===== config.mk =====
export PLATFORM = sky130hd
export DESIGN_NAME = color_result_status_readout
export DESIGN_NICKNAME = d
export VERILOG_FILES = /design/src/pkg/color_readout_pkg.sv /design/src/pkg/shadow_if.sv /design/src/logic/color_result_status_readout.sv /design/src/logic/shadow_store.sv
export SDC_FILE = /design/constraint.sdc
export NUM_CORES = 1
export LEC_CHECK = 0
export CORE_AREA = 4 4 113 115
export CTS_BUF_LIST = sky130_fd_sc_hd__clkbuf_2 sky130_fd_sc_hd__clkbuf_4 sky130_fd_sc_hd__clkbuf_8
export DETAILED_ROUTE_END_ITERATION = 10
export DIE_AREA = 0 0 117 119
export DONT_BUFFER_PORTS = 1
export GPL_ROUTABILITY_DRIVEN = 0
export PLACE_DENSITY = 0.64
export SKIP_LAST_GASP = 1
export SLEW_MARGIN = 20
export SYNTH_ARGS = -nofsm -noshare
export SYNTH_HDL_FRONTEND = slang
export SYNTH_SLANG_ARGS = --single-unit
export TNS_END_PERCENT = 1

===== constraint.sdc =====
create_clock -name clock -period 3.55 [get_ports clock]
set_input_delay 1.065 -clock clock [delete_from_list [all_inputs] [get_ports clock]]
set_output_delay 1.065 -clock clock [all_outputs]
set_load 0.1 [all_outputs]

===== src/pkg/color_readout_pkg.sv =====
package color_readout_pkg;

	localparam int          ADDR_W            = 8;
	localparam int          DATA_W            = 8;
	localparam int          RESULT_W          = 16;
	localparam int          CHANNELS          = 4;
	// register addresses
	localparam logic [7:0]  ADDR_DEVICE_STATUS = 8'h13;
	localparam logic [7:0]  ADDR_CLEAR_LOW     = 8'h14;
	localparam logic [7:0]  ADDR_CLEAR_HIGH    = 8'h15;
	localparam logic [7:0]  ADDR_RED_LOW       = 8'h16;
	localparam logic [7:0]  ADDR_RED_HIGH      = 8'h17;
	localparam logic [7:0]  ADDR_GREEN_LOW     = 8'h18;
	localparam logic [7:0]  ADDR_GREEN_HIGH    = 8'h19;
	localparam logic [7:0]  ADDR_BLUE_LOW      = 8'h1a;
	localparam logic [7:0]  ADDR_BLUE_HIGH     = 8'h1b;
	// status field positions
	localparam int          STATUS_IRQ_BIT     = 4;
	localparam int          STATUS_DONE_BIT    = 0;
	// reset values
	localparam logic [7:0]  STATUS_RESET       = 8'h00;
	localparam logic [15:0] RESULT_RESET       = 16'h0000;
	localparam logic [7:0]  SHADOW_RESET       = 8'h00;
	localparam logic [7:0]  UNMAPPED_READ      = 8'h00;

	typedef logic [RESULT_W-1:0] result_t;
	typedef logic [DATA_W-1:0]   byte_t;

endpackage : color_readout_pkg


===== src/pkg/shadow_if.sv =====
interface shadow_if;
	import color_readout_pkg::*;

	logic [1:0] wr_chan;
	logic       wr_en;
	byte_t      wr_data;
	logic [1:0] rd_chan;
	byte_t      rd_data;

	modport owner (
		output wr_chan,
		output wr_en,
		output wr_data,
		output rd_chan,
		input  rd_data
	);
	modport store (
		input  wr_chan,
		input  wr_en,
		input  wr_data,
		input  rd_chan,
		output rd_data
	);
endinterface : shadow_if


===== src/logic/color_result_status_readout.sv =====
// Overview of operation
// status register at 0x13 is read-only; writes there change nothing.
// status bit 4 reads one while the clear-channel threshold interrupt is pending.
// status bit 0 reads one once all four channels finished an integration; bits other than 0 and 4 zero.
// the clear interrupt is raised when clear falls below low or rises above high threshold.
// each of clear, red, green, blue is a 16-bit unsigned value shown as low and high byte.
// result bytes sit low then high from 0x14 (clear) up to 0x1b (blue high).
// reading a low byte copies that channel's upper eight bits into a shadow at that moment.
// a later read of the matching high byte returns the shadow, not the live byte.
// the shadow keeps its value across further integrations until the next low-byte read.
// the host should fetch each result as one two-byte word read starting at the low byte.
module color_result_status_readout
	import color_readout_pkg::*;
(
	input  wire logic                                 clock,
	input  wire logic                                 sys_rst,
	// register port
	input  wire logic                                 reg_rd,
	input  wire logic                                 reg_wr,
	input  wire logic [color_readout_pkg::ADDR_W-1:0] reg_addr,
	input  wire logic [color_readout_pkg::DATA_W-1:0] reg_wdata,
	output logic      [color_readout_pkg::DATA_W-1:0] reg_rdata,
	output logic                                      reg_rvalid,
	// conversion engine side
	input  wire logic                                 integration_end,
	input  wire logic [color_readout_pkg::RESULT_W-1:0] clear_value,
	input  wire logic [color_readout_pkg::RESULT_W-1:0] red_value,
	input  wire logic [color_readout_pkg::RESULT_W-1:0] green_value,
	input  wire logic [color_readout_pkg::RESULT_W-1:0] blue_value,
	input  wire logic [color_readout_pkg::RESULT_W-1:0] low_threshold,
	input  wire logic [color_readout_pkg::RESULT_W-1:0] high_threshold,
	input  wire logic                                 irq_clear,
	output logic                                      clear_threshold_irq_flag,
	output logic                                      integration_done_flag
);
	import color_readout_pkg::*;

	// ---------------------------------------------------------------
	// result store
	// ---------------------------------------------------------------
	result_t result_q [0:CHANNELS-1];
	result_t result_d [0:CHANNELS-1];
	logic    irq_q;
	logic    irq_d;
	logic    done_q;
	logic    done_d;
	logic    out_of_range;

	assign result_d[0] = clear_value;
	assign result_d[1] = red_value;
	assign result_d[2] = green_value;
	assign result_d[3] = blue_value;

	// results move only on integration_end; reads in between see the last set
	always_ff @(posedge clock) begin
		if (sys_rst) begin
			for (int i = 0; i < CHANNELS; i++) begin
				result_q[i] <= RESULT_RESET;
			end
		end else if (integration_end) begin
			for (int i = 0; i < CHANNELS; i++) begin
				result_q[i] <= result_d[i];
			end
		end
	end

	// ---------------------------------------------------------------
	// status flags
	// ---------------------------------------------------------------
	assign out_of_range = (clear_value < low_threshold) || (clear_value > high_threshold);
	// new event wins over a clear in the same cycle
	assign irq_d  = (integration_end && out_of_range) || (irq_q && !irq_clear);
	assign done_d = integration_end || done_q;

	always_ff @(posedge clock) begin
		if (sys_rst) begin
			irq_q  <= 1'b0;
			done_q <= 1'b0;
		end else begin
			irq_q  <= irq_d;
			done_q <= done_d;
		end
	end

	// ---------------------------------------------------------------
	// flag outputs
	// ---------------------------------------------------------------
	// the pins show the same flops the status byte reads, but a status read
	// answers one cycle later, so its bits can lag the pins by one edge
	assign clear_threshold_irq_flag = irq_q;
	assign integration_done_flag    = done_q;

	// ---------------------------------------------------------------
	// address decode
	// ---------------------------------------------------------------
	function automatic logic is_result(input logic [7:0] a);
		return (a >= ADDR_CLEAR_LOW) && (a <= ADDR_BLUE_HIGH);
	endfunction : is_result

	// channel of a result byte; outside the window the value is unused
	function automatic logic [1:0] chan_of(input logic [7:0] a);
		logic [1:0] c;
		c = 2'h0;
		case (a)
			ADDR_CLEAR_LOW, ADDR_CLEAR_HIGH: begin
				c = 2'h0;
			end
			ADDR_RED_LOW, ADDR_RED_HIGH: begin
				c = 2'h1;
			end
			ADDR_GREEN_LOW, ADDR_GREEN_HIGH: begin
				c = 2'h2;
			end
			ADDR_BLUE_LOW, ADDR_BLUE_HIGH: begin
				c = 2'h3;
			end
			default: begin
				c = 2'h0;
			end
		endcase
		return c;
	endfunction : chan_of

	// the odd addresses of the window are the high halves
	function automatic logic is_high(input logic [7:0] a);
		logic h;
		h = 1'b0;
		case (a)
			ADDR_CLEAR_HIGH, ADDR_RED_HIGH, ADDR_GREEN_HIGH, ADDR_BLUE_HIGH: begin
				h = 1'b1;
			end
			default: begin
				h = 1'b0;
			end
		endcase
		return h;
	endfunction : is_high

	// reserved bits stay zero whatever the flags do
	function automatic byte_t status_image(input logic irq, input logic done);
		byte_t s;
		s                  = STATUS_RESET;
		s[STATUS_IRQ_BIT]  = irq;
		s[STATUS_DONE_BIT] = done;
		return s;
	endfunction : status_image

	logic       hit_status;
	logic       hit_result;
	logic       low_hit;
	logic       read_high;
	byte_t      live_high;
	logic [1:0] chan;
	logic       high_sel;
	logic       low_read;
	byte_t      status_byte;
	byte_t      live_low;

	assign hit_status = (reg_addr == ADDR_DEVICE_STATUS);
	assign hit_result = is_result(reg_addr);
	assign chan       = chan_of(reg_addr);
	assign high_sel   = is_high(reg_addr);
	assign low_hit    = hit_result && !high_sel;
	assign low_read   = reg_rd && low_hit;
	assign read_high  = reg_rd && hit_result && high_sel;
	assign live_low   = result_q[chan][7:0];

	assign status_byte = status_image(irq_q, done_q);

	// ---------------------------------------------------------------
	// shadow of high bytes
	// ---------------------------------------------------------------
	shadow_if sh ();

	// the byte captured is the one that stood at the low read's edge, so a
	// result landing on that same edge cannot split the pair
	assign live_high  = result_q[chan][15:8];
	assign sh.wr_en   = low_read;
	assign sh.wr_chan = chan;
	assign sh.wr_data = live_high;
	assign sh.rd_chan = chan;

	shadow_store u_shadow (
		.clock   (clock),
		.sys_rst (sys_rst),
		.port    (sh.store)
	);

	// ---------------------------------------------------------------
	// write strobe
	// ---------------------------------------------------------------
	// reg_wr and reg_wdata reach no register on purpose: every mapped
	// byte is read-only, so a stray host write cannot disturb a flag
	// or a result half-way through a word read

	// ---------------------------------------------------------------
	// read path: low/status answer one cycle later, high from shadow
	// ---------------------------------------------------------------
	logic       rd_q;
	logic       rd_high_q;
	byte_t      rdata_q;
	byte_t      rdata_d;

	assign rdata_d = hit_status ? status_byte :
	                 low_hit ? live_low : UNMAPPED_READ;

	always_ff @(posedge clock) begin
		if (sys_rst) begin
			rd_q      <= 1'b0;
			rd_high_q <= 1'b0;
			rdata_q   <= UNMAPPED_READ;
		end else begin
			rd_q      <= reg_rd;
			rd_high_q <= read_high;
			rdata_q   <= rdata_d;
		end
	end

	// shadow memory read lands in the same cycle as rdata_q
	assign reg_rdata  = rd_high_q ? sh.rd_data : rdata_q;
	assign reg_rvalid = rd_q;

endmodule : color_result_status_readout


===== src/logic/shadow_store.sv =====
module shadow_store (
	input wire logic clock,
	input wire logic sys_rst,
	shadow_if.store  port
);
	import color_readout_pkg::*;

	byte_t mem_q [0:CHANNELS-1];
	byte_t rd_q;

	// ---------------------------------------------------------------
	// storage, read data registered
	// ---------------------------------------------------------------
	always_ff @(posedge clock) begin
		if (sys_rst) begin
			for (int i = 0; i < CHANNELS; i++) begin
				mem_q[i] <= SHADOW_RESET;
			end
			rd_q <= SHADOW_RESET;
		end else begin
			if (port.wr_en) begin
				mem_q[port.wr_chan] <= port.wr_data;
			end
			rd_q <= mem_q[port.rd_chan];
		end
	end

	assign port.rd_data = rd_q;

endmodule : shadow_store


==> results by stage <==
Layout:
- The area overhead of the layout relative to synthesis is 11.1%.
- The number of nets at the end of the flow is 585.
- The share of post-route cells with drive strength above 1 is 0.157.
- The number of standard cells in the final layout excluding fillers is 595.

Timing:
- The relative slew slack is 0.278.
- Timing would allow up to roughly 0.38 GHz.
- The ratio of final minimum period to clock period is 0.749.
- The count of endpoints failing hold in the final timing report is 0.
- For the pin with the worst max-slew slack, the measured transition is 1.08 ns.
- The post-route clock skew is 0.00865 ns.
- The time the worst path needs with I/O delays and setup is 2.66 ns.
- The total negative slack for setup checks is 0 ns.
- Setup repair after global routing left no endpoint under its margin.
- Setup violations remaining at the end of the flow were counted as 0.
- The number of max-slew violations in the final report is 0.

Route:
- After detailed routing, the number of vias per cell comes to approximately 5.4.
- The first TritonRoute pass finished after 5 iterations.
- The average routed wire per standard cell is between 15 and 20 microns.
- Summed over all layers, the routed wires come to 10,900 microns.
- The detail route stage leaves a number of antenna-violating nets equal to 0.
- The routed layout has 3,240 vias.
- The remaining routing DRC violations is 0.
- The violation count after the first detailed-route iteration is 136.

Worst setup path:
- The worst-case register-to-register setup slack is 1.70 ns.
- STA classifies the critical path endpoint as an output pin.
- The critical path goes through mux2_2.
- The worst setup path is launched from a flip-flop.
- Along the worst path, the maximum fanout reaches 8.
- The origin of the critical flop-to-flop path is clear_threshold_irq_flag.
- The kind of cell adding the most delay to the critical path is multiplexers.
- The instance count on the critical path is 1.
- The capture point of the critical path is reg_rdata[0].
- Tracing the worst setup path back leads to its startpoint at rd_high_q.
- The startpoint-to-endpoint class of the critical path is flip-flop to output pin.
- The slowest cell on the critical path is mux2_2.
- The data required time of the critical path is 2.48 ns.
- In this run the critical register-to-register path is captured at clear_threshold_irq_flag.
- Together, buffers and inverters on the worst path number 0.
- The data arrival time of the worst path is between 1.5 and 2 ns.
- The logic depth of the worst register-to-register path is 4.
- In this design, the stage delay of the slowest critical-path cell is 0.61 ns.

Synthesis:
- In the synthesized netlist the dominant register cell turns out to be edfxtp_1.
- The number of enable-type register cells in the synthesized netlist is 96.
- The net count after synthesis is around 570.
- Of the post-synthesis cell area, the dominant cell type holds 0.507.
- Ranked by instance count, the synthesized netlist is headed by edfxtp_1, and2_1, inv_1.
- Of the synthesized area, sequential elements account for 0.578.
- The count of unique library cells instantiated by Yosys is 41.
- Yosys instantiated no cell more often than edfxtp_1.
- The Yosys warning count is 0.
- The mapped netlist covers 5680 sq um.
- After synthesis, the cell types taking the most area are edfxtp_1, and2_1, mux4_2.
- The leading area contributor after synthesis is edfxtp_1.
- The instance count of the mapped netlist is 423.
- In this run, synthesis produced a sequential element count of 116.
- Each instance of the synthesized netlist takes up on average 13.4 sq um.
- The share of flip-flops with an asynchronous set or reset after synthesis is 0.

Floorplan:
- For this configuration, the core starts out at a cell density of 0.481.
- The area enclosed by the die boundary is 13,900 sq um.
- The die outline width is 117 microns.
- The top-level I/O count is 129.
- The die is 119 microns tall.
- The placeable core region is about 12,000 sq um.
- The number of placement rows is 40.

Clock network:
- The number of hold buffers added after CTS was 0.
- The clock transition at the registers of the reported paths is 0.07 ns.
- In this run the number of H-tree levels came out at 4.
- The number of clock sinks is 116.
- The post-CTS resize count is 0.
- The number of setup buffers added after CTS is 0.
- The later pin in the worst-skew pair is clocked with a latency of 0.42 ns.
- The TritonCTS clock tree is yes.
- The root cell of the clock tree is clkbuf_8.
- The maximum clock insertion buffer count is 2.
- TritonCTS created 17 clock buffers.

Global routing:
- For this run, the total global-route usage over all layers was measured as 0.169.
- The global routing usage on met1 is 0.211.
- Entering global routing, the biggest net connects 35 pins.
- The first global-routing pass estimated 17,400 microns of wire.
- The number of global-route vias before repair came to roughly 3,400.
- The global-route met3 utilization is 0.0742.
- The initial antenna violation count is 0.
- For met2 alone, demand over resource in global routing was 0.254.
- After global routing, the most crowded layer is met2.
- After global routing the overflow that remains totals 0.

Power:
- The power consumption is ~3.1 mW.
- The ratio of total power to cell area is 492 nW/um^2.
- The largest voltage drop on the vdd net is approximately 0.00022 V.
- The total leakage power is 2.56 nW.

Placement:
- In this run the tool buffered the top-level ports with 0 buffer cells.
- Detailed placement ended at an HPWL of 8250 microns.
- Counting tap cells, the placed design contains a total of about 560 instances.

Run:
- Max-cap violations in this run came to 0.

Outcome:
- The run finished with clean final reports.

Min path:
- The worst hold path belongs to the class flip-flop to flip-flop.
-- area by class of cell --
cell class                 count  area, sq um
clock inverter                13          190
inverter                      35          131
clock buffer                  17          234
sequential                   116         3280
antenna                        1         2.50
multi-input combinational    258         2210
timing repair buffer           8         72.6
fill                         993         5500
tap                          147          184
-- power breakdown --
part	leakage (nW)	internal, mW	switching [mW]
Clock	0.207	0.814	0.494
Sequential	1.19	1.55	0.0433
Combinational	1.16	0.0974	0.105
-- sequential cells by signal, summed over array words and instances (netlist names) --
name / count
u_shadow.port.rd_data: 8
clear_threshold_irq_flag: 1
integration_done_flag: 1
reg_rvalid: 1
result_q: 64
rd_high_q: 1
u_shadow.mem_q: 32
rdata_q: 8
-- cell usage in the layout (no fill, tap or decap), types with 3 or more instances in the layout --
master     count
a21oi_1       13
and2_1        94
clkbuf_8      17
o21ai_0       10
inv_1         35
nand2_1       11
bufinv_16      5
nor2_1         7
buf_4          7
mux2_2         8
nor2b_1       17
mux2i_1        3
nand3b_1       3
edfxtp_1      96
nand4_1        3
nor3_1         5
mux4_2        22
ha_1          31
dfxtp_1       20
clkinv_1       4
-- worst min-delay path by stage --
stage	startpoint	endpoint	slack (ns)	cells after the start
3_5_place_dp	result_q[0][4]	rdata_q[4]	0.64	3
5_1_grt	result_q[1][4]	rdata_q[4]	0.67	3
3_3_place_gp	result_q[1][3]	rdata_q[3]	0.66	2
2_1_floorplan	result_q[1][4]	rdata_q[4]	0.57	3
4_1_cts	result_q[0][4]	rdata_q[4]	0.65	3
6_report	result_q[0][4]	rdata_q[4]	0.65	3
-- layer usage --
| layer | part of all wire | vias to the layer above |
|---|---|---|
| met5 | 0 | - |
| met4 | 0.024 | 0 |
| met3 | 0.096 | 23 |
| met2 | 0.47 | 136 |
| met1 | 0.41 | 1533 |
| li1 | - | 1548 |
-- through the flow --
stage / worst slack [ns] / util / hold WS [ns] / cell area [sq um]
after global placement: 0.590 / 0.498 / 0.655 / 5880
final: 0.890 / 0.534 / 0.645 / 6310
after CTS: 0.844 / 0.534 / 0.654 / 6310
after global routing: 0.801 / 0.534 / 0.671 / 6310
after floorplan: 0.616 / - / 0.568 / 5680
after detailed placement: 0.556 / 0.498 / 0.636 / 5880
-- cells by family after synthesis --
| group | synth area share |
|---|---|
| buffers and inverters | 0.0348 |
| AO/OA/AOI/OAI | 0.0370 |
| adder cells (fa/ha/maj) | 0.0683 |
| multiplexers | 0.108 |
| XOR/XNOR | 0.00154 |
| AND/OR/NAND/NOR | 0.172 |
| flip-flops | 0.578 |
-- tightest hold or removal path, stage by stage, from the launching register on --
cell and delay [ns]:
edfxtp_1 0.32, nand3_1 0.06, o211ai_1 0.09, a32o_1 0.15
(Power assumes the default switching activity.)
